**config.mk**
```make
export PLATFORM = sky130hd
export DESIGN_NAME = mtsl_top
export DESIGN_NICKNAME = d
export VERILOG_FILES = /design/src/verilog/mtsl_pkg.sv /design/src/verilog/mtsl_top.sv
export SDC_FILE = /design/constraint.sdc
export NUM_CORES = 1
export LEC_CHECK = 0
export BUFFER_PORTS_ARGS = -buffer_cell sky130_fd_sc_hd__buf_2
export CORE_MARGIN = 4
export CORE_UTILIZATION = 59
export CTS_CLUSTER_DIAMETER = 50
export DETAILED_ROUTE_END_ITERATION = 10
export PLACE_DENSITY_LB_ADDON = 0.15
export SETUP_SLACK_MARGIN = 0.05
export SYNTH_ARGS = -nofsm -noshare
export SYNTH_HDL_FRONTEND = slang
export SYNTH_SLANG_ARGS = --single-unit
```
**constraint.sdc**
```tcl
create_clock -name i_mclk -period 11.45 [get_ports i_mclk]
set_clock_uncertainty 0.2 [all_clocks]
set_input_delay 1.145 -clock i_mclk [delete_from_list [all_inputs] [get_ports i_mclk]]
set_output_delay 1.145 -clock i_mclk [all_outputs]
set_load 0.05 [all_outputs]
```
**src/verilog/mtsl_pkg.sv**
```systemverilog
// ****************************************************************
// register map, field layouts and reset values
// ****************************************************************
package mtsl_pkg;
  // register indices; byte address is four times the index
  localparam logic [13:0] MTSL_IDX_TEST_SEL   = 14'h0730;
  localparam logic [13:0] MTSL_IDX_VENC_RES   = 14'h0731;
  localparam logic [13:0] MTSL_IDX_VENC_TYPE  = 14'h0732;
  localparam logic [13:0] MTSL_IDX_ABS_CMD    = 14'h0792;
  localparam logic [13:0] MTSL_IDX_LIM_MIN    = 14'h079a;
  localparam logic [13:0] MTSL_IDX_LIM_MAX    = 14'h079c;
  localparam logic [13:0] MTSL_IDX_LIM_SW     = 14'h079e;
  localparam logic [13:0] MTSL_IDX_IRQ_STAT   = 14'h07b0;
  localparam logic [13:0] MTSL_IDX_IRQ_MASK   = 14'h07b1;
  localparam logic [13:0] MTSL_IDX_POS_MON    = 14'h07b2;
  localparam logic [13:0] MTSL_IDX_ACT_STAT   = 14'h07b3;

  // reset values
  localparam logic        MTSL_RST_TEST_SEL   = 1'h0;
  localparam logic [1:0]  MTSL_RST_VENC_RES   = 2'h1;
  localparam logic        MTSL_RST_VENC_TYPE  = 1'h0;
  localparam logic [1:0]  MTSL_RST_ABS_CMD    = 2'h0;
  localparam logic [31:0] MTSL_RST_LIM_MIN    = 32'h80000000;
  localparam logic [31:0] MTSL_RST_LIM_MAX    = 32'h80000000;
  localparam logic        MTSL_RST_LIM_SW     = 1'h0;

  // absolute encoder command codes
  localparam logic [1:0]  MTSL_CMD_NONE       = 2'h0;
  localparam logic [1:0]  MTSL_CMD_WR_PARAM   = 2'h1;
  localparam logic [1:0]  MTSL_CMD_CLR_TURNS  = 2'h2;
  localparam logic [1:0]  MTSL_CMD_CLR_ALARM  = 2'h3;

  // interrupt status / mask bit positions
  localparam int          MTSL_IRQ_LIMIT      = 0;
  localparam int          MTSL_IRQ_CMD        = 1;
  localparam int          MTSL_IRQ_W          = 2;

  // active status readback bit positions
  localparam int          MTSL_ACT_EMUL       = 0;
  localparam int          MTSL_ACT_ABS        = 1;
  localparam int          MTSL_ACT_LIMSW      = 2;
  localparam int          MTSL_ACT_ALARM      = 3;
  localparam int          MTSL_ACT_BITS_LSB   = 8;

  // virtual encoder resolution codes
  typedef enum logic [1:0] {
    MTSL_RES_13 = 2'b00,
    MTSL_RES_17 = 2'b01,
    MTSL_RES_20 = 2'b10,
    MTSL_RES_23 = 2'b11
  } mtsl_res_t;

  localparam logic [4:0]  MTSL_BITS_13        = 5'h0d;
  localparam logic [4:0]  MTSL_BITS_17        = 5'h11;
  localparam logic [4:0]  MTSL_BITS_20        = 5'h14;
  localparam logic [4:0]  MTSL_BITS_23        = 5'h17;
endpackage : mtsl_pkg

```
**src/verilog/mtsl_top.sv**
```systemverilog
// Implementation choice: register access over APB.
`timescale 1ns/1ps
// Summary of operation
// - select 1 emulates motor motion, no drive
// - virtual resolution code 0..3 gives 13/17/20/23
// - connected real encoder overrides virtual resolution
// - virtual encoder type 0 incremental, 1 absolute
// - command 1 params, 2 turns, 3 alarms
// - below signed minimum limit raises limit alarm
// - above signed maximum limit raises limit alarm
// - limit checks only while limit switch is 1
module mtsl_top
  import mtsl_pkg::*;
(
  input  wire logic        i_mclk,
  input  wire logic        i_rst,
  // apb slave
  input  wire logic        i_psel,
  input  wire logic        i_penable,
  input  wire logic        i_pwrite,
  input  wire logic [15:0] i_paddr,
  input  wire logic [31:0] i_pwdata,
  output logic      [31:0] o_prdata,
  output logic             o_pready,
  output logic             o_pslverr,
  // power cycle notice and encoder side
  input  wire logic        i_power_cycle,
  input  wire logic        i_encoder_present,
  input  wire logic [4:0]  i_real_enc_bits,
  input  wire logic [31:0] i_abs_position,
  input  wire logic [31:0] i_virtual_step,
  // outputs to motion and encoder logic
  output logic             o_motor_drive_en,
  output logic             o_emulate_en,
  output logic [4:0]       o_enc_bits,
  output logic             o_enc_absolute,
  output logic             o_write_motor_params,
  output logic             o_clear_multiturn,
  output logic             o_clear_enc_alarm,
  output logic             o_limit_alarm,
  output logic             o_irq
);

  // ****************************************************************
  // state
  // ****************************************************************
  // one packed record holds every flip-flop of the block; the next
  // state is a full copy, so a field missed in the comb process
  // simply keeps its value instead of inferring a latch
  typedef struct packed {
    logic                 test_sel;     // stored motorless select
    logic [1:0]           venc_res;     // stored resolution code
    logic                 venc_type;    // stored encoder type
    logic [1:0]           abs_cmd;      // last command written
    logic [31:0]          lim_min;      // stored minimum limit
    logic [31:0]          lim_max;      // stored maximum limit
    logic                 lim_sw;       // stored limit switch
    logic                 act_emul;     // active motorless select
    logic [1:0]           act_res;      // active resolution code
    logic                 act_type;     // active encoder type
    logic [31:0]          act_min;      // active minimum limit
    logic [31:0]          act_max;      // active maximum limit
    logic                 act_sw;       // active limit switch
    logic                 loaded;       // power-up latch done
    logic [31:0]          vpos;         // emulated motor position
    logic [31:0]          pos;          // monitored absolute position
    logic [4:0]           enc_bits;     // resolution in use
    logic                 alarm;        // limit alarm level
    logic                 wr_param;     // command pulses
    logic                 clr_turns;
    logic                 clr_alarm;
    logic [MTSL_IRQ_W-1:0] irq_stat;    // sticky events
    logic [MTSL_IRQ_W-1:0] irq_mask;    // event enables
    logic                 irq;          // interrupt level
    logic                 drive_en;     // motor may be energised
    logic                 pready;       // apb answer
    logic                 pslverr;
    logic [31:0]          prdata;
  } mtsl_state_t;

  mtsl_state_t st_r;                    // registered state
  mtsl_state_t st_nxt;                  // next state

  // ****************************************************************
  // decode helpers
  // ****************************************************************
  logic [13:0] idx;                     // register index of access
  logic        setup;                   // apb setup cycle
  logic        wr_take;                 // write takes effect now
  logic        hit;                     // index is mapped
  logic [31:0] rd_val;                  // read mux output
  logic [4:0]  virt_bits;               // virtual resolution bits
  logic [31:0] pos_now;                 // position being checked
  logic        out_lim;                 // position outside window
  logic [MTSL_IRQ_W-1:0] irq_set;       // events this cycle
  logic [MTSL_IRQ_W-1:0] irq_clr;       // write-one-to-clear

  // the low two address bits are ignored: every register is one
  // aligned word, so the index is the byte address over four
  assign idx     = i_paddr[15:2];
  assign setup   = i_psel & ~i_penable;
  // a write lands only at the edge where the access phase sees
  // pready, never in the setup cycle
  assign wr_take = i_psel & i_penable & st_r.pready & i_pwrite;

  // ****************************************************************
  // address decode and read mux
  // ****************************************************************
  // read data is built in the setup cycle and registered, so the
  // access phase always completes with no wait state
  // unmapped indices answer with an error and read as zero; the
  // read-only monitors ignore writes without flagging them
  always_comb begin
    hit    = 1'b1;
    rd_val = 32'h0;
    case (idx)
      MTSL_IDX_TEST_SEL:  rd_val = {31'h0, st_r.test_sel};
      MTSL_IDX_VENC_RES:  rd_val = {30'h0, st_r.venc_res};
      MTSL_IDX_VENC_TYPE: rd_val = {31'h0, st_r.venc_type};
      MTSL_IDX_ABS_CMD:   rd_val = {30'h0, st_r.abs_cmd};
      MTSL_IDX_LIM_MIN:   rd_val = st_r.lim_min;
      MTSL_IDX_LIM_MAX:   rd_val = st_r.lim_max;
      MTSL_IDX_LIM_SW:    rd_val = {31'h0, st_r.lim_sw};
      MTSL_IDX_IRQ_STAT:  rd_val = {30'h0, st_r.irq_stat};
      MTSL_IDX_IRQ_MASK:  rd_val = {30'h0, st_r.irq_mask};
      MTSL_IDX_POS_MON:   rd_val = st_r.pos;
      MTSL_IDX_ACT_STAT: begin
        rd_val[MTSL_ACT_EMUL]  = st_r.act_emul;
        rd_val[MTSL_ACT_ABS]   = st_r.act_type;
        rd_val[MTSL_ACT_LIMSW] = st_r.act_sw;
        rd_val[MTSL_ACT_ALARM] = st_r.alarm;
        rd_val[MTSL_ACT_BITS_LSB +: 5] = st_r.enc_bits;
      end
      default:            hit = 1'b0;  // unmapped: error, reads zero
    endcase
  end

  // ****************************************************************
  // resolution, position and limit window
  // ****************************************************************
  // virtual resolution from the active code
  // the default branch cannot be reached with a two-bit code but
  // keeps the decode total; it falls back to the reset resolution
  always_comb begin
    case (mtsl_res_t'(st_r.act_res))
      MTSL_RES_13: virt_bits = MTSL_BITS_13;
      MTSL_RES_17: virt_bits = MTSL_BITS_17;
      MTSL_RES_20: virt_bits = MTSL_BITS_20;
      MTSL_RES_23: virt_bits = MTSL_BITS_23;
      default:     virt_bits = MTSL_BITS_17;
    endcase
  end

  // while emulating the checked position is the internal one
  // the real position is ignored then, so a wandering or absent
  // encoder cannot trip the limits during a dry run
  assign pos_now = st_r.act_emul ? st_r.vpos : i_abs_position;

  // signed compare against both ends; the max default equals the
  // most negative value, so enabling checks with defaults alarms
  // on any position above it - intended, software must set it
  // switch off means no alarm at all, not a held one
  assign out_lim = st_r.act_sw &
                   (($signed(pos_now) < $signed(st_r.act_min)) |
                    ($signed(pos_now) > $signed(st_r.act_max)));

  // ****************************************************************
  // next state
  // ****************************************************************
  // one process computes the whole next state: bus answer, register
  // writes, power-up reload, motion, limit check and interrupts
  always_comb begin
    st_nxt = st_r;

    // apb answer: ready in the first access cycle
    // read data is zero on writes and on errors
    st_nxt.pready  = setup;
    st_nxt.pslverr = setup & ~hit;
    st_nxt.prdata  = (setup & ~i_pwrite & hit) ? rd_val : 32'h0;

    // command pulses last one cycle
    // a command only pulses its output; the stored code stays
    // readable but is never replayed by later writes
    st_nxt.wr_param  = 1'b0;
    st_nxt.clr_turns = 1'b0;
    st_nxt.clr_alarm = 1'b0;
    irq_clr = '0;

    // register writes
    // narrow fields take the low bits of the write data; the rest
    // is dropped, and reads return zeros above the field
    if (wr_take) begin
      case (idx)
        MTSL_IDX_TEST_SEL:  st_nxt.test_sel  = i_pwdata[0];
        MTSL_IDX_VENC_RES:  st_nxt.venc_res  = i_pwdata[1:0];
        MTSL_IDX_VENC_TYPE: st_nxt.venc_type = i_pwdata[0];
        MTSL_IDX_ABS_CMD: begin
          st_nxt.abs_cmd = i_pwdata[1:0];
          case (i_pwdata[1:0])
            MTSL_CMD_WR_PARAM:  st_nxt.wr_param  = 1'b1;
            MTSL_CMD_CLR_TURNS: st_nxt.clr_turns = 1'b1;
            MTSL_CMD_CLR_ALARM: st_nxt.clr_alarm = 1'b1;
            default:            ;                  // no action
          endcase
        end
        MTSL_IDX_LIM_MIN:   st_nxt.lim_min  = i_pwdata;
        MTSL_IDX_LIM_MAX:   st_nxt.lim_max  = i_pwdata;
        MTSL_IDX_LIM_SW:    st_nxt.lim_sw   = i_pwdata[0];
        MTSL_IDX_IRQ_STAT:  irq_clr = i_pwdata[MTSL_IRQ_W-1:0];
        MTSL_IDX_IRQ_MASK:  st_nxt.irq_mask = i_pwdata[MTSL_IRQ_W-1:0];
        default:            ;                    // read-only or unmapped
      endcase
    end

    // settings reach the logic only once per power-up: stored
    // values are copied at the first edge after reset release and
    // again on a power cycle notice, never on a plain write
    // a notice in the same cycle as a write reloads the value
    // stored before that write
    if (~st_r.loaded | i_power_cycle) begin
      st_nxt.loaded   = 1'b1;
      st_nxt.act_emul = st_r.test_sel;
      st_nxt.act_res  = st_r.venc_res;
      st_nxt.act_type = st_r.venc_type;
      st_nxt.act_min  = st_r.lim_min;
      st_nxt.act_max  = st_r.lim_max;
      st_nxt.act_sw   = st_r.lim_sw;
    end

    // emulated motion integrates the commanded step per cycle
    // the virtual position wraps at 32 bits; a long dry run at a high
    // step rate can roll over and fall back inside the window
    if (st_r.act_emul)
      st_nxt.vpos = st_r.vpos + i_virtual_step;

    st_nxt.pos = pos_now;

    // a real encoder wins over the virtual resolution
    // the presence line is taken as synchronous, like every pin except the asynchronous reset
    st_nxt.enc_bits = i_encoder_present ? i_real_enc_bits
                                        : virt_bits;

    // the alarm is a plain level recomputed every cycle; it drops as
    // soon as the position re-enters the window or checks are off
    st_nxt.alarm = out_lim;

    // motor drive stays off through reset and while emulating; it
    // follows the active copy, so it changes only on a reload
    st_nxt.drive_en = st_nxt.loaded & ~st_nxt.act_emul;

    // events: alarm entry and any accepted command; set beats clear
    // so an entry that meets a late acknowledge in the same cycle
    // is never lost
    irq_set = '0;
    irq_set[MTSL_IRQ_LIMIT] = out_lim & ~st_r.alarm;
    irq_set[MTSL_IRQ_CMD]   = st_nxt.wr_param | st_nxt.clr_turns |
                              st_nxt.clr_alarm;
    st_nxt.irq_stat = (st_r.irq_stat & ~irq_clr) | irq_set;
    st_nxt.irq      = |(st_nxt.irq_stat & st_nxt.irq_mask);
  end

  // ****************************************************************
  // state register
  // ****************************************************************
  // reset forces stored settings to their defaults and primes the
  // active copy with the same values, ahead of the first reload
  always_ff @(posedge i_mclk or posedge i_rst) begin
    if (i_rst) begin
      st_r           <= '0;
      st_r.test_sel  <= MTSL_RST_TEST_SEL;
      st_r.venc_res  <= MTSL_RST_VENC_RES;
      st_r.venc_type <= MTSL_RST_VENC_TYPE;
      st_r.abs_cmd   <= MTSL_RST_ABS_CMD;
      st_r.lim_min   <= MTSL_RST_LIM_MIN;
      st_r.lim_max   <= MTSL_RST_LIM_MAX;
      st_r.lim_sw    <= MTSL_RST_LIM_SW;
      st_r.act_res   <= MTSL_RST_VENC_RES;
      st_r.act_min   <= MTSL_RST_LIM_MIN;
      st_r.act_max   <= MTSL_RST_LIM_MAX;
      st_r.enc_bits  <= MTSL_BITS_17;
    end else begin
      st_r <= st_nxt;
    end
  end

  // ****************************************************************
  // outputs, all straight from the state register
  // ****************************************************************
  assign o_prdata             = st_r.prdata;
  assign o_pready             = st_r.pready;
  assign o_pslverr            = st_r.pslverr;
  assign o_emulate_en         = st_r.act_emul;
  assign o_motor_drive_en     = st_r.drive_en;
  assign o_enc_bits           = st_r.enc_bits;
  assign o_enc_absolute       = st_r.act_type;
  assign o_write_motor_params = st_r.wr_param;
  assign o_clear_multiturn    = st_r.clr_turns;
  assign o_clear_enc_alarm    = st_r.clr_alarm;
  assign o_limit_alarm        = st_r.alarm;
  assign o_irq                = st_r.irq;

endmodule : mtsl_top

```
=== After elaboration in Yosys (flattened, before gate mapping) ===
Index checks and enable logic that the tools add are counted.

* Register bits after elaboration: 254
* Input port bits: 124
* Output and inout port bits: 47
* Word-level logic and storage cells: 101

* Add/subtract/negate cells: 1
* Order comparisons: 2
* Eq/ne operators: 17
* Muxes and demuxes: 19
* Bitwise operators: 24
* Reductions and logical operators: 10

{| class="wikitable"
|+ Operators by type and width
! cell !! number
|-
| 14-bit by 11-bit equality test with 1-bit output, second input constant || 11
|-
| 70-bit two-way mux || 1
|-
| 32-bit two-way mux || 2
|-
| 19-bit one-hot mux with 3 select lines || 1
|-
| 4-bit one-hot mux with 11 select lines || 1
|-
| 5-bit one-hot mux with 4 select lines || 2
|-
| 32-bit adder || 1
|-
| 32-bit > comparator || 1
|-
| 32-bit < comparator || 1
|-
| 2-bit AND reduction || 7
|-
| 4-bit one-hot mux with 3 select lines || 1
|-
| 11-bit OR reduction || 1
|-
| 1-bit bitwise AND || 10
|-
| 2-bit equality test, second input constant || 4
|-
| 2-bit two-way mux || 4
|-
| 3-bit two-way mux || 2
|-
| 1-bit NOT || 6
|-
| 5-bit two-way mux || 1
|-
| 2-bit bitwise AND || 2
|-
| 2-bit by 1-bit equality test with 1-bit output, second input constant || 2
|-
| 1-bit two-way mux || 4
|-
| 1-bit bitwise OR || 4
|-
| 2-bit logical NOT || 1
|-
| 2-bit NOT || 1
|-
| other kinds (2) || 2
|}

=== Longest topological paths before layout ===
Gate-level depths: netlist of the first run.

* Word-level depth: 9
* Mapped depth: 13
* Depth with buffers taken out: 12

=== Worst setup path before layout of the first run ===
Ideal clock, no wire load.

* Path kind: register to register
* From: reg st_r, in the netlist o_emulate_en
* To: reg st_r, in the netlist o_irq
* Setup time: 0.120 ns
* Data arrival time: 3.757 ns
* Data required time: 11.130 ns
* Setup slack: 7.373 ns
* Cell stages (with the launch flop): 14
* Path buffers: 2
* Clock period less this slack: 4.077 ns
* Cells stage by stage: dfrtp_1 clkbuf_1 buf_1 mux2_2 ha_1 a21o_1 a21o_1 a221o_1 a21oi_1 o21ai_0 a2111oi_0 a21oi_1 a31o_2 a31o_2

{| class="wikitable"
|+ RTL lines
! what !! line !! text
|-
| from (decl) || mtsl_top.sv:81 || <nowiki>mtsl_state_t st_r;</nowiki>
|-
| from (signal assigned) || mtsl_top.sv:282 || <nowiki>st_r <= st_nxt;</nowiki>
|}

==> flow_summary_export.csv, run 1 <==
group,metric,value,unit
outcome,status,"finished clean",
detailed_routing,ant_nets,0,
cts,htreeDepth,2,
power,p_per_area,140.7,nW/µm²
yosys,yosys.area.top_type_share,46.08,%
yosys,yosysWarnings,0,
floorplanning,initial_core_util,60.65,%
power,swShare,22.79,%
power,p_seq_share,42.0,%
timing,min_period,4.552,ns
yosys,synth_area_leader_cell,"dfrtp_1",
power,pwr-share-clk,51.8,%
layout,final_cell_area,15390,µm²
grt,antenna_found_initial,2,
cts,numCtsBuffers,34,
worst_setup_path,cp_max_fo,58,
power,vdd_drop_max,0.1152,mV
hold_path,hp-class,"flop to flop",
yosys,synth_top_cells_by_count,"dfrtp_1, mux2_2, ha_1",
grt,grt_start_max_net_pins,127,
layout,drive_gt1_share,34.47,%
detailed_routing,drc,0,
power,combPwrFrac,6.2,%
timing,finalCritPeriodShare,39.75,%
yosys,synth_cells,1160,
cts,clk-insertion-delay-late,0.50,ns
yosys,synth_nets,1379,
detailed_routing,wire_per_inst,19.90,µm
floorplanning,io_pins,171,
place,dpl.hpwl,21.50,mm
yosys,seq_area_frac_synth,47.65,%
place,postPlaceCellArea,14180,µm²
detailed_routing,wl,31.78,mm
worst_setup_path,path_cells,"buf_4 -> mux2_2 -> ha_1 -> a21o_1 -> a21o_1 -> a221o_1 -> a21oi_1 -> o21ai_0 -> a2111oi_0 -> a21oi_1 -> a31o_2 -> a31o_2",
timing,max_slew.worst_pin.slew,0.9610,ns
floorplanning,coreArea,22030,µm²
yosys,synth_flop_cell,"dfrtp_1",
cts,cts_num_sinks,254,
layout,final_nets,1511,
power,cellLeakagePower,7.433,nW
timing,slew_headroom,35.93,%
layout,n_antenna_cell,0,
grt,grt_pass1_wl,50.37,mm
worst_setup_path,cp-start-kind,"flop",
place,portBuffers,168,
timing,maxSlewViolCount,0,
worst_setup_path,r2r_setup_slack,6.90,ns
grt,grt-ovfl-total,0,
yosys,synth_enable_flop_cells,0,
worst_setup_path,cp_slowest_cell,"dfrtp_2",
floorplanning,rows,54,
timing,rsz0062_at_grt,"false",
job,drv_cap,0,
yosys,synthDistinctLibCells,66,
power,finalPower,0.002166,W
detailed_routing,drtIter0Drc,528,
cts,cts_tree,"built",
yosys,async_reset_ff_share,100.0,%
worst_setup_path,crit_family,"compound AO/OA/AOI/OAI gates",
grt,grt_pass1_vias,9555,
yosys,synth_simple_gate_area_share,7.802,%
detailed_routing,vias,9389,
worst_setup_path,worstSetupEndpointType,"flop",
grt,track_usage,25.51,%
timing,finalHoldViolations,0,
worst_setup_path,criticalPathCategory,"flop to flop",
yosys,synth_mux_area_share,16.96,%
yosys,synth_area_per_cell,11.52,µm²
cts,cts_hold_buf,0,
floorplanning,die_area,25110,µm²
cts,ctsLongestPathBuffers,3,
yosys,synth_area,13360,µm²
yosys,synth_top_family_by_area,"multiplexers",
cts,cts_resized,0,
power,power_switching,0.0004936,W
detailed_routing,drt-pass1-iter-count,5,
yosys,synth_area_leaders,"dfrtp_1, mux2_2, ha_1",
place,gp_congestion,0.8323,
floorplanning,chipWidth,158.5,µm
cts,post_cts_buffers,0,
cts,path_clk_slew,0.06,ns
layout,area_delta_synth_final,15.21,%
yosys,synth_xor_area_share,1.639,%
floorplanning,die_y,158.5,µm
yosys,ys_ff_latch,254,
power,p_int,0.001673,W
worst_setup_path,critPathMaxStageDelay,0.70,ns
detailed_routing,vias_per_cell,5.879,
timing,max_freq,219.7,MHz
timing,setup_viol,0,
worst_setup_path,worst-path-buf-inv,1,
cts,clock-root-buffer,"clkbuf_16",
timing,setup_tns,0,ns
yosys,yosys.area_share.adder,8.954,%
yosys,yosysMostFrequentCell,"dfrtp_1",
worst_setup_path,required,11.63,ns
worst_setup_path,worst_ep_arrival_time,4.74,ns
yosys,synth_compound_area_share,10.94,%
## state kept, by name, summed over array words and instances (netlist names)
signal	cells
o_enc_absolute	1
o_irq	1
o_pready	1
o_pslverr	1
o_limit_alarm	1
o_write_motor_params	1
o_clear_multiturn	1
o_emulate_en	1
o_motor_drive_en	1
st_r	207
o_clear_enc_alarm	1
o_enc_bits	5
o_prdata	32
## placed cells by master, fill, tap and decap left out, types with 6 or more instances in the layout
| cell | synthesis | layout |
|---|---|---|
| dfrtp_1 | 246 | 245 |
| mux2_2 | 195 | 195 |
| buf_2 | 7 | 168 |
| ha_1 | 94 | 94 |
| inv_1 | 89 | 88 |
| a21oi_1 | 60 | 60 |
| nor2_1 | 48 | 48 |
| nand2_1 | 46 | 46 |
| clkbuf_16 | 0 | 37 |
| o21ai_0 | 28 | 28 |
| a222oi_1 | 24 | 24 |
| nand3_1 | 22 | 22 |
| xnor2_1 | 18 | 18 |
| a21o_1 | 16 | 16 |
| a22oi_1 | 16 | 16 |
| nor3_1 | 17 | 15 |
| a31oi_1 | 11 | 11 |
| nand4_1 | 11 | 11 |
| a211oi_1 | 10 | 10 |
| buf_4 | 38 | 9 |
| nor2b_1 | 9 | 8 |
| dfstp_2 | 8 | 8 |
| and3_1 | 8 | 7 |
| xor2_1 | 7 | 7 |
| mux2i_1 | 7 | 7 |
| o21bai_1 | 6 | 6 |
| clkbuf_1 | 27 | 6 |
## power by group through the flow
stage | Combinational (W) | Clock (W) | Sequential, W
2_1_floorplan | 0.0000824 | 0 | 0.000925
3_3_place_gp | 0.000132 | 0 | 0.000925
3_5_place_dp | 0.000134 | 0 | 0.000925
4_1_cts | 0.000135 | 0.00114 | 0.000909
5_1_grt | 0.000150 | 0.00118 | 0.000909
6_report | 0.000134 | 0.00112 | 0.000909
## worst paths after layout
| path | startpoint | end | cells after the start |
|---|---|---|---|
| worst min-delay path | st_r[248]$_DFFE_PP0P_ | st_r[248]$_DFFE_PP0P_ | 2 |
| max in group asynchronous | i_rst | st_r[107]$_DFFE_PP0P_ | 3 |
| worst max-delay path | o_emulate_en$_DFF_PP0_ | o_irq$_DFF_PP0_ | 12 |
| min in group asynchronous | i_rst | o_irq$_DFF_PP0_ | 2 |
| worst max register to register | o_emulate_en$_DFF_PP0_ | o_irq$_DFF_PP0_ | 12 |
| worst min register to register | st_r[248]$_DFFE_PP0P_ | st_r[248]$_DFFE_PP0P_ | 2 |
## routing by layer
metal	up-vias	part of all wire (%)	global-route usage [%]
li1	4437	-	-
met1	4601	46	35.84
met2	289	46	40.65
met3	58	6.7	5.844
met4	4	1.8	6.336
met5	-	0.066	0
## cell type report
class,instances,area (µm²)
Timing Repair Buffer,177,908.4
Multi-Input combinational cell,736,6213
Tap cell,280,350.3
Fill cell,1617,6635
Clock inverter,17,247.7
Clock buffer,44,962.2
Inverter,89,341.6
Sequential cell,254,6367
## cell families after synthesis
kind of cell	after synthesis
buf+inv	170
compound gates	212
mux	202
xor+xnor	25
fa+ha+maj	95
simple gates	201
other cells	1
flops	254
## worst min-delay path, stage by stage, from the launching register on
cell	delay, ns
dfrtp_1	0.35
nand2_1	0.05
nand2_1	0.05
## through the flow
step	hold slack [ns]	instances	util [%]	setup slack [ns]
after CTS	0.2895	1597	69.88	6.900
after floorplan	0.2391	1160	-	3.133
after global placement	0.2635	1536	64.38	6.973
after global routing	0.3085	1597	69.88	6.657
final	0.2938	1597	69.88	6.898
after detailed placement	0.2645	1536	64.38	6.939
Note: power is estimated with default switching activity, not from simulation.
==> run 2: changes to the inputs <==
--- a/config.mk
+++ b/config.mk
@@ -5,9 +5,10 @@
 export SDC_FILE = /design/constraint.sdc
 export NUM_CORES = 1
 export LEC_CHECK = 0
+export ABC_AREA = 1
 export BUFFER_PORTS_ARGS = -buffer_cell sky130_fd_sc_hd__buf_2
 export CORE_MARGIN = 4
-export CORE_UTILIZATION = 59
+export CORE_UTILIZATION = 53
 export CTS_CLUSTER_DIAMETER = 50
 export DETAILED_ROUTE_END_ITERATION = 10
 export PLACE_DENSITY_LB_ADDON = 0.15
==> constraint.sdc (replaced) <==
create_clock -name i_mclk -period 3.7 [get_ports i_mclk]
set_clock_uncertainty 0.2 [all_clocks]
set_input_delay 0.37 -clock i_mclk [delete_from_list [all_inputs] [get_ports i_mclk]]
set_output_delay 0.37 -clock i_mclk [all_outputs]
set_load 0.05 [all_outputs]
==> run 2 against run 1 <==
Area after synthesis is 4.1% higher. Critical path depth is 6 higher. Utilization is 5.9 points lower. Flip-flop and latch count stayed put. Die area is 15% higher. Non-clock buffer count is 73 higher. Hold slack worse by 0.27 ns. Clock-buffer cell count stayed put. Total power grew to 4.7 times the previous value. Cell count is 38% higher. Clock power grew to 2.9 times the previous value.
==> flow_summary_export.csv, run 2 <==
group,metric,value,unit
layout,area_delta_synth_final,19.20,%
cts,path_clk_slew,0.06,ns
detailed_routing,wire_per_inst,16.26,µm
yosys,synth_enable_flop_cells,0,
worst_setup_path,r2r_start,"o_emulate_en$_DFF_PP0_",
place,post-place-ws,0.5826,ns
layout,largest_reg_flops,207,
timing,max_freq,323.4,MHz
floorplanning,chipWidth,170.0,µm
timing,maxSlewViolCount,0,
yosys,yosysMostFrequentCell,"nand2_1",
worst_setup_path,worst_path_most_repeated_cell,"nand2_1",
layout,final_common_cell,"nand2_1",
layout,largest-register,"st_r",
yosys,synth_nets,1871,
layout,final_cell_area,16580,µm²
cts,cts_hold_buf,62,
yosys,synth_area_per_cell,8.418,µm²
cts,cts_tree,"built",
worst_setup_path,required,3.90,ns
yosys,synthDistinctLibCells,67,
detailed_routing,drc,0,
timing,setup_slack,0.6081,ns
floorplanning,io_pins,171,
cts,cts_resized,0,
cts,cts_num_sinks,254,
yosys,synth_flop_cell,"dfrtp_1",
timing,whs,0.01953,ns
layout,final_nets,2067,
timing,slew_headroom,49.11,%
detailed_routing,vias,11592,
layout,final_cell_mix,"nand2_1, dfrtp_1, inv_1",
place,placedCellCount,2085,
job,drv_cap,0,
floorplanning,rows,59,
cts,numCtsBuffers,34,
worst_setup_path,r2r_setup_slack,0.61,ns
place,postPlaceCellArea,14840,µm²
power,cellLeakagePower,7.924,nW
layout,final_cells,2208,
yosys,yosys.area.top_type_share,44.26,%
layout,fillCellCount,2232,
outcome,status,"finished clean",
detailed_routing,wl,35.90,mm
place,gp_congestion,0.9390,
timing,min_period,3.092,ns
worst_setup_path,worstSetupEndpointType,"flop",
yosys,seq_area_frac_synth,45.78,%
power,p_per_area,613.4,nW/µm²
detailed_routing,drtIter0Drc,981,
detailed_routing,vias_per_cell,5.250,
yosys,async_reset_ff_share,100.0,%
hold_path,whs_path_depth,3,
worst_setup_path,criticalPathCategory,"flop to flop",
cts,clock-root-buffer,"clkbuf_16",
yosys,synth_top_cells_by_count,"nand2_1, dfrtp_1, inv_1",
worst_setup_path,cp_max_fo,42,
worst_setup_path,reg2reg_depth,18,
grt,track_usage,24.70,%
floorplanning,die_area,28890,µm²
layout,drive_gt1_share,16.44,%
timing,rsz0062_at_grt,"false",
worst_setup_path,cp-start-kind,"flop",
timing,max_slew.worst_pin.slew,0.7633,ns
timing,finalCritPeriodShare,83.56,%
floorplanning,die_y,170.0,µm
detailed_routing,drt-pass1-iter-count,5,
worst_setup_path,path_cells,"inv_2 -> buf_12 -> nand2_1 -> nand2_1 -> ha_1 -> nand2_1 -> inv_1 -> o21ai_0 -> a21oi_1 -> nor3_1 -> a21boi_0 -> nand2_1 -> nand2_1 -> nand3_1 -> nand3_1 -> nand2_1 -> nand2_1 -> nand2_1",
grt,grt_start_max_net_pins,94,
yosys,synth_cells,1652,
timing,finalHoldViolations,0,
grt,grt_pass1_wl,57.37,mm
grt,antenna_found_initial,0,
worst_setup_path,cp_slowest_cell,"dfrtp_1",
grt,grt-ovfl-total,0,
layout,n_antenna_cell,0,
place,dpl.hpwl,25.66,mm
floorplanning,initial_core_util,53.67,%
worst_setup_path,timing.rr.end,"o_irq$_DFF_PP0_",
worst_setup_path,worst_ep_arrival_time,3.29,ns
detailed_routing,ant_nets,0,
yosys,ys_ff_latch,254,
cts,post_cts_buffers,0,
hold_path,hp-class,"input port to flop",
worst_setup_path,worst-path-buf-inv,3,
yosys,synth_area_leaders,"dfrtp_1, nand2_1, ha_1",
yosys,synth_area,13910,µm²
worst_setup_path,critPathMaxStageDelay,0.41,ns
power,finalPower,0.01017,W
hold_path,min_to,"st_r[69]$_DFF_PP0_",
grt,grt_pass1_vias,11257,
place,portBuffers,168,
hold_path,worstHoldStart,"i_abs_position[20]",
floorplanning,coreArea,25910,µm²
power,vdd_drop_max,0.5111,mV
yosys,yosysWarnings,0,
yosys,synth_area_leader_cell,"dfrtp_1",
timing,setup_viol,0,
worst_setup_path,crit_family,"simple AND/OR/NAND/NOR gates",
cts,clk-insertion-delay-late,0.51,ns
cts,ctsLongestPathBuffers,3,
cts,htreeDepth,2,
==> run 2: cell count changes in the layout (fill, tap and decap cells not counted), sizes merged, moves of 12 or more <==
cell         delta
inv           +102
dlygate4sd3    +62
nand3          +14
a31oi          +27
mux2          -193
o21ai         +163
a21o           -12
nor2           +40
nand2         +451
a22oi          -16
a222oi         -24
==> run 2: cell type report <==
type                       instances  area [µm²]  area share (%)
timing repair buffer             250        1662           10.02
clock buffer                      44       939.7           5.668
inverter                         191       724.4           4.370
sequential                       254        6366           38.40
multi-input combinational       1117        6290           37.94
tap                              335       419.2           2.529
clock inverter                    17       176.4           1.064
==> run 2: kinds of logic after synthesis <==
kind of cell               synth area share [%]
xor gates and xnor gates                  1.071
other                                   0.02696
AOI/OAI and AO/OA                         15.83
buffers and inverters                     9.051
adders and majority gates                 8.601
muxes                                    0.1619
DFF                                       45.78
and+or+nand+nor                           19.48
==> run 2: metrics by stage <==
| stage | setup TNS, ns | util (%) |
|---|---|---|
| 2_1_floorplan | -50.95 | - |
| 3_3_place_gp | 0 | 57.27 |
| 3_5_place_dp | 0 | 57.27 |
| 4_1_cts | 0 | 63.98 |
| 5_1_grt | 0 | 63.98 |
| 6_report | 0 | 63.98 |
==> run 2: report_power, final <==
| part | switching (W) | internal [W] |
|---|---|---|
| clock | 0.00128 | 0.00197 |
| sequential | 0.000224 | 0.00316 |
| combinational | 0.00218 | 0.00135 |
| total | 0.00369 | 0.00648 |
==> run 2: worst max-delay path by stage <==
| stage | from | endpoint | slack, ns | cells after the start |
|---|---|---|---|---|
| after CTS | o_emulate_en$_DFF_PP0_ | o_irq$_DFF_PP0_ | 0.58 | 18 |
| after global placement | o_emulate_en$_DFF_PP0_ | o_irq$_DFF_PP0_ | 0.65 | 18 |
| after floorplan | i_rst | o_clear_enc_alarm$_DFF_PP0_ | -0.21 | 1 |
| final | o_emulate_en$_DFF_PP0_ | o_irq$_DFF_PP0_ | 0.61 | 18 |
| after global routing | o_emulate_en$_DFF_PP0_ | o_irq$_DFF_PP0_ | 0.28 | 18 |
| after detailed placement | o_emulate_en$_DFF_PP0_ | o_irq$_DFF_PP0_ | 0.58 | 18 |
==> run 2: worst reg2reg max path, stage by stage, from the launching register on <==
cell and delay, ns:
dfrtp_1 0.41, inv_2 0.23, buf_12 0.25, nand2_1 0.10, nand2_1 0.18, ha_1 0.29
nand2_1 0.06, inv_1 0.03, o21ai_0 0.14, a21oi_1 0.09, nor3_1 0.12, a21boi_0 0.36
nand2_1 0.09, nand2_1 0.08, nand3_1 0.08, nand3_1 0.08, nand2_1 0.06, nand2_1 0.06
nand2_1 0.05
==> run 2: routing by layer <==
metal	wire, µm	vias up	GRT usage (%)
li1	-	5749	-
met5	0	-	0
met1	16650	5436	35.40
met4	1001	0	7.917
met2	16410	337	39.34
met3	1835	70	3.322
==> run 3: changes to the inputs <==
--- a/config.mk
+++ b/config.mk
@@ -8,7 +8,7 @@
 export ABC_AREA = 1
 export BUFFER_PORTS_ARGS = -buffer_cell sky130_fd_sc_hd__buf_2
 export CORE_MARGIN = 4
-export CORE_UTILIZATION = 53
+export CORE_UTILIZATION = 59
 export CTS_CLUSTER_DIAMETER = 50
 export DETAILED_ROUTE_END_ITERATION = 10
 export PLACE_DENSITY_LB_ADDON = 0.15
==> constraint.sdc (replaced) <==
create_clock -name i_mclk -period 3 [get_ports i_mclk]
set_clock_uncertainty 0.2 [all_clocks]
set_input_delay 0.3 -clock i_mclk [delete_from_list [all_inputs] [get_ports i_mclk]]
set_output_delay 0.3 -clock i_mclk [all_outputs]
set_load 0.05 [all_outputs]
==> run 3 against run 2 <==
Cell count is 0.95% higher. Total power is 27% higher. Global-route usage is 4.2 points higher. Die area is 9.7% lower. Cell area is 4.9% higher. Combinational power is 36% higher. Flip-flop and latch count stayed put. Highest routed layer unchanged.
==> flow_summary_export.csv, run 3 (same netlist as run 2, synthesis figures left out) <==
group,metric,value,unit
timing,finalCritPeriodShare,94.84,%
layout,final_cells,2229,
grt,grt-ovfl-total,0,
floorplanning,rows,55,
layout,largest_reg_flops,207,
timing,finalHoldViolations,0,
floorplanning,die_area,26090,µm²
hold_path,hp-class,"input port to flop",
place,gp_congestion,0.9472,
floorplanning,chipWidth,161.5,µm
worst_setup_path,criticalPathCategory,"flop to flop",
worst_setup_path,cp-start-kind,"flop",
detailed_routing,wl,39.67,mm
place,placedCellCount,2080,
timing,setup_viol,0,
grt,antenna_found_initial,1,
outcome,status,"finished clean",
layout,final_common_cell,"nand2_1",
timing,rsz0062_at_grt,"false",
worst_setup_path,r2r_start,"o_emulate_en$_DFF_PP0_",
cts,numCtsBuffers,34,
worst_setup_path,worst_ep_arrival_time,3.04,ns
grt,grt_pass1_wl,60.68,mm
detailed_routing,ant_nets,0,
worst_setup_path,timing.rr.end,"st_r[38]$_DFF_PP0_",
place,post-place-ws,0.07970,ns
cts,ctsLongestPathBuffers,3,
timing,max_freq,351.5,MHz
cts,clk-insertion-delay-late,0.50,ns
grt,grt_pass1_vias,12037,
worst_setup_path,cp_slowest_cell,"dfrtp_2",
worst_setup_path,crit_family,"simple AND/OR/NAND/NOR gates",
floorplanning,coreArea,22920,µm²
layout,drive_gt1_share,20.16,%
power,cellLeakagePower,8.237,nW
worst_setup_path,worst-path-buf-inv,4,
layout,post-route-util,75.91,%
floorplanning,initial_core_util,60.69,%
floorplanning,io_pins,171,
timing,maxSlewViolCount,0,
worst_setup_path,required,3.19,ns
worst_setup_path,r2r_setup_slack,0.15,ns
detailed_routing,wire_per_inst,17.80,µm
grt,track_usage,28.89,%
worst_setup_path,reg2reg_depth,18,
detailed_routing,drt-pass1-iter-count,5,
worst_setup_path,worstSetupEndpointType,"flop",
power,finalPower,0.01297,W
detailed_routing,vias_per_cell,5.507,
worst_setup_path,critPathMaxStageDelay,0.51,ns
job,drv_cap,0,
detailed_routing,drtIter0Drc,1042,
worst_setup_path,cp.depth,18,
power,vdd_drop_max,0.5691,mV
place,dpl.hpwl,26.99,mm
cts,clock-root-buffer,"clkbuf_16",
layout,seq_area,6367,µm²
detailed_routing,vias,12276,
timing,min_period,2.845,ns
cts,cts_tree,"built",
layout,largest-register,"st_r",
timing,max_slew.worst_pin.slew,0.7483,ns
detailed_routing,drc,0,
worst_setup_path,cp_max_fo,8,
layout,multi_input_area,6536,µm²
place,portBuffers,168,
layout,final_cell_mix,"nand2_1, dfrtp_1, inv_1",
layout,final_nets,2115,
timing,setup_slack,0.1547,ns
layout,area_delta_synth_final,25.07,%
timing,whs,0.04845,ns
worst_setup_path,path_cells,"buf_6 -> clkbuf_16 -> nand2_1 -> nand2_2 -> ha_1 -> nand2_1 -> nor2_2 -> nand2_2 -> nor4_2 -> buf_4 -> nand2_1 -> nand3_1 -> nand2_1 -> nand2_2 -> nand3_2 -> nand3_2 -> nand2_2 -> buf_4",
timing,slew_headroom,50.01,%
cts,htreeDepth,2,
floorplanning,die_y,161.5,µm
worst_setup_path,crit_path_end,"st_r[38]$_DFF_PP0_",
power,p_per_area,745.4,nW/µm²
cts,path_clk_slew,0.05,ns
cts,cts_num_sinks,254,
grt,grt_start_max_net_pins,72,
layout,fillCellCount,1685,
worst_setup_path,cp-startpoint,"o_emulate_en$_DFF_PP0_",
-- run 3: how the worst min path moves through the flow --
stage,start,to,slack (ns),cells after the start
floorplan,i_pwdata[0],o_clear_multiturn$_DFF_PP0_,0.17,1
global placement,st_r[181]$_DFFE_PP0N_,o_enc_bits[0]$_DFF_PP1_,0.23,1
detailed placement,st_r[181]$_DFFE_PP0N_,o_enc_bits[0]$_DFF_PP1_,0.22,1
CTS,i_virtual_step[31],st_r[112]$_DFFE_PP0P_,0.03,7
global route,i_paddr[3],st_r[183]$_DFFE_PP0P_,0.08,3
finish,i_virtual_step[31],st_r[112]$_DFFE_PP0P_,0.05,7
-- run 3: timing repair --
item | 4_1_cts | 5_1_grt
endpoints found under the setup margin | 0 | 3
hold endpoints to repair | 129 | 0
setup buffers | 0 | 8
hold buffers | 77 | 0
gates resized for setup | 0 | 65
-- run 3: worst reg2reg max path, cell delays in order (launching register included) --
cell,delay (ns)
dfrtp_2,0.51
buf_6,0.17
clkbuf_16,0.16
nand2_1,0.08
nand2_2,0.10
ha_1,0.31
nand2_1,0.06
nor2_2,0.13
nand2_2,0.09
nor4_2,0.14
buf_4,0.17
nand2_1,0.07
nand3_1,0.07
nand2_1,0.06
nand2_2,0.08
nand3_2,0.08
nand3_2,0.08
nand2_2,0.06
buf_4,0.12
-- run 3: layout make-up --
class / instances / share of cell area (%)
clock inverters: 12 / 0.9351
well taps: 313 / 2.251
clock buffers: 43 / 5.323
diodes: 1 / 0.01439
multi-input cells: 1117 / 37.58
repair buffers: 297 / 13.05
inverters: 191 / 4.208
repair inverters: 1 / 0.03597
flip-flops and latches: 254 / 36.61
-- run 3: through the flow --
step           TNS (ns)  cell area, µm²
2_1_floorplan   -206.02           13910
4_1_cts               0           16870
3_3_place_gp          0           15020
6_report              0           17390
5_1_grt               0           17390
3_5_place_dp          0           15020
-- run 3: power breakdown --
part	switching (W)	leakage (nW)	internal, W
registers	0.000325	3.35	0.00390
logic	0.00289	4.36	0.00191
clock network	0.00148	0.532	0.00245
-- run 3: metal layers --
| metal | global-route usage [%] | wire length (µm) | up-vias |
|---|---|---|---|
| met5 | 0 | 0 | - |
| li1 | - | - | 5848 |
| met2 | 48.47 | 19290 | 449 |
| met3 | 4.695 | 2608 | 92 |
| met4 | 8.996 | 1258 | 0 |
| met1 | 38.81 | 16510 | 5887 |
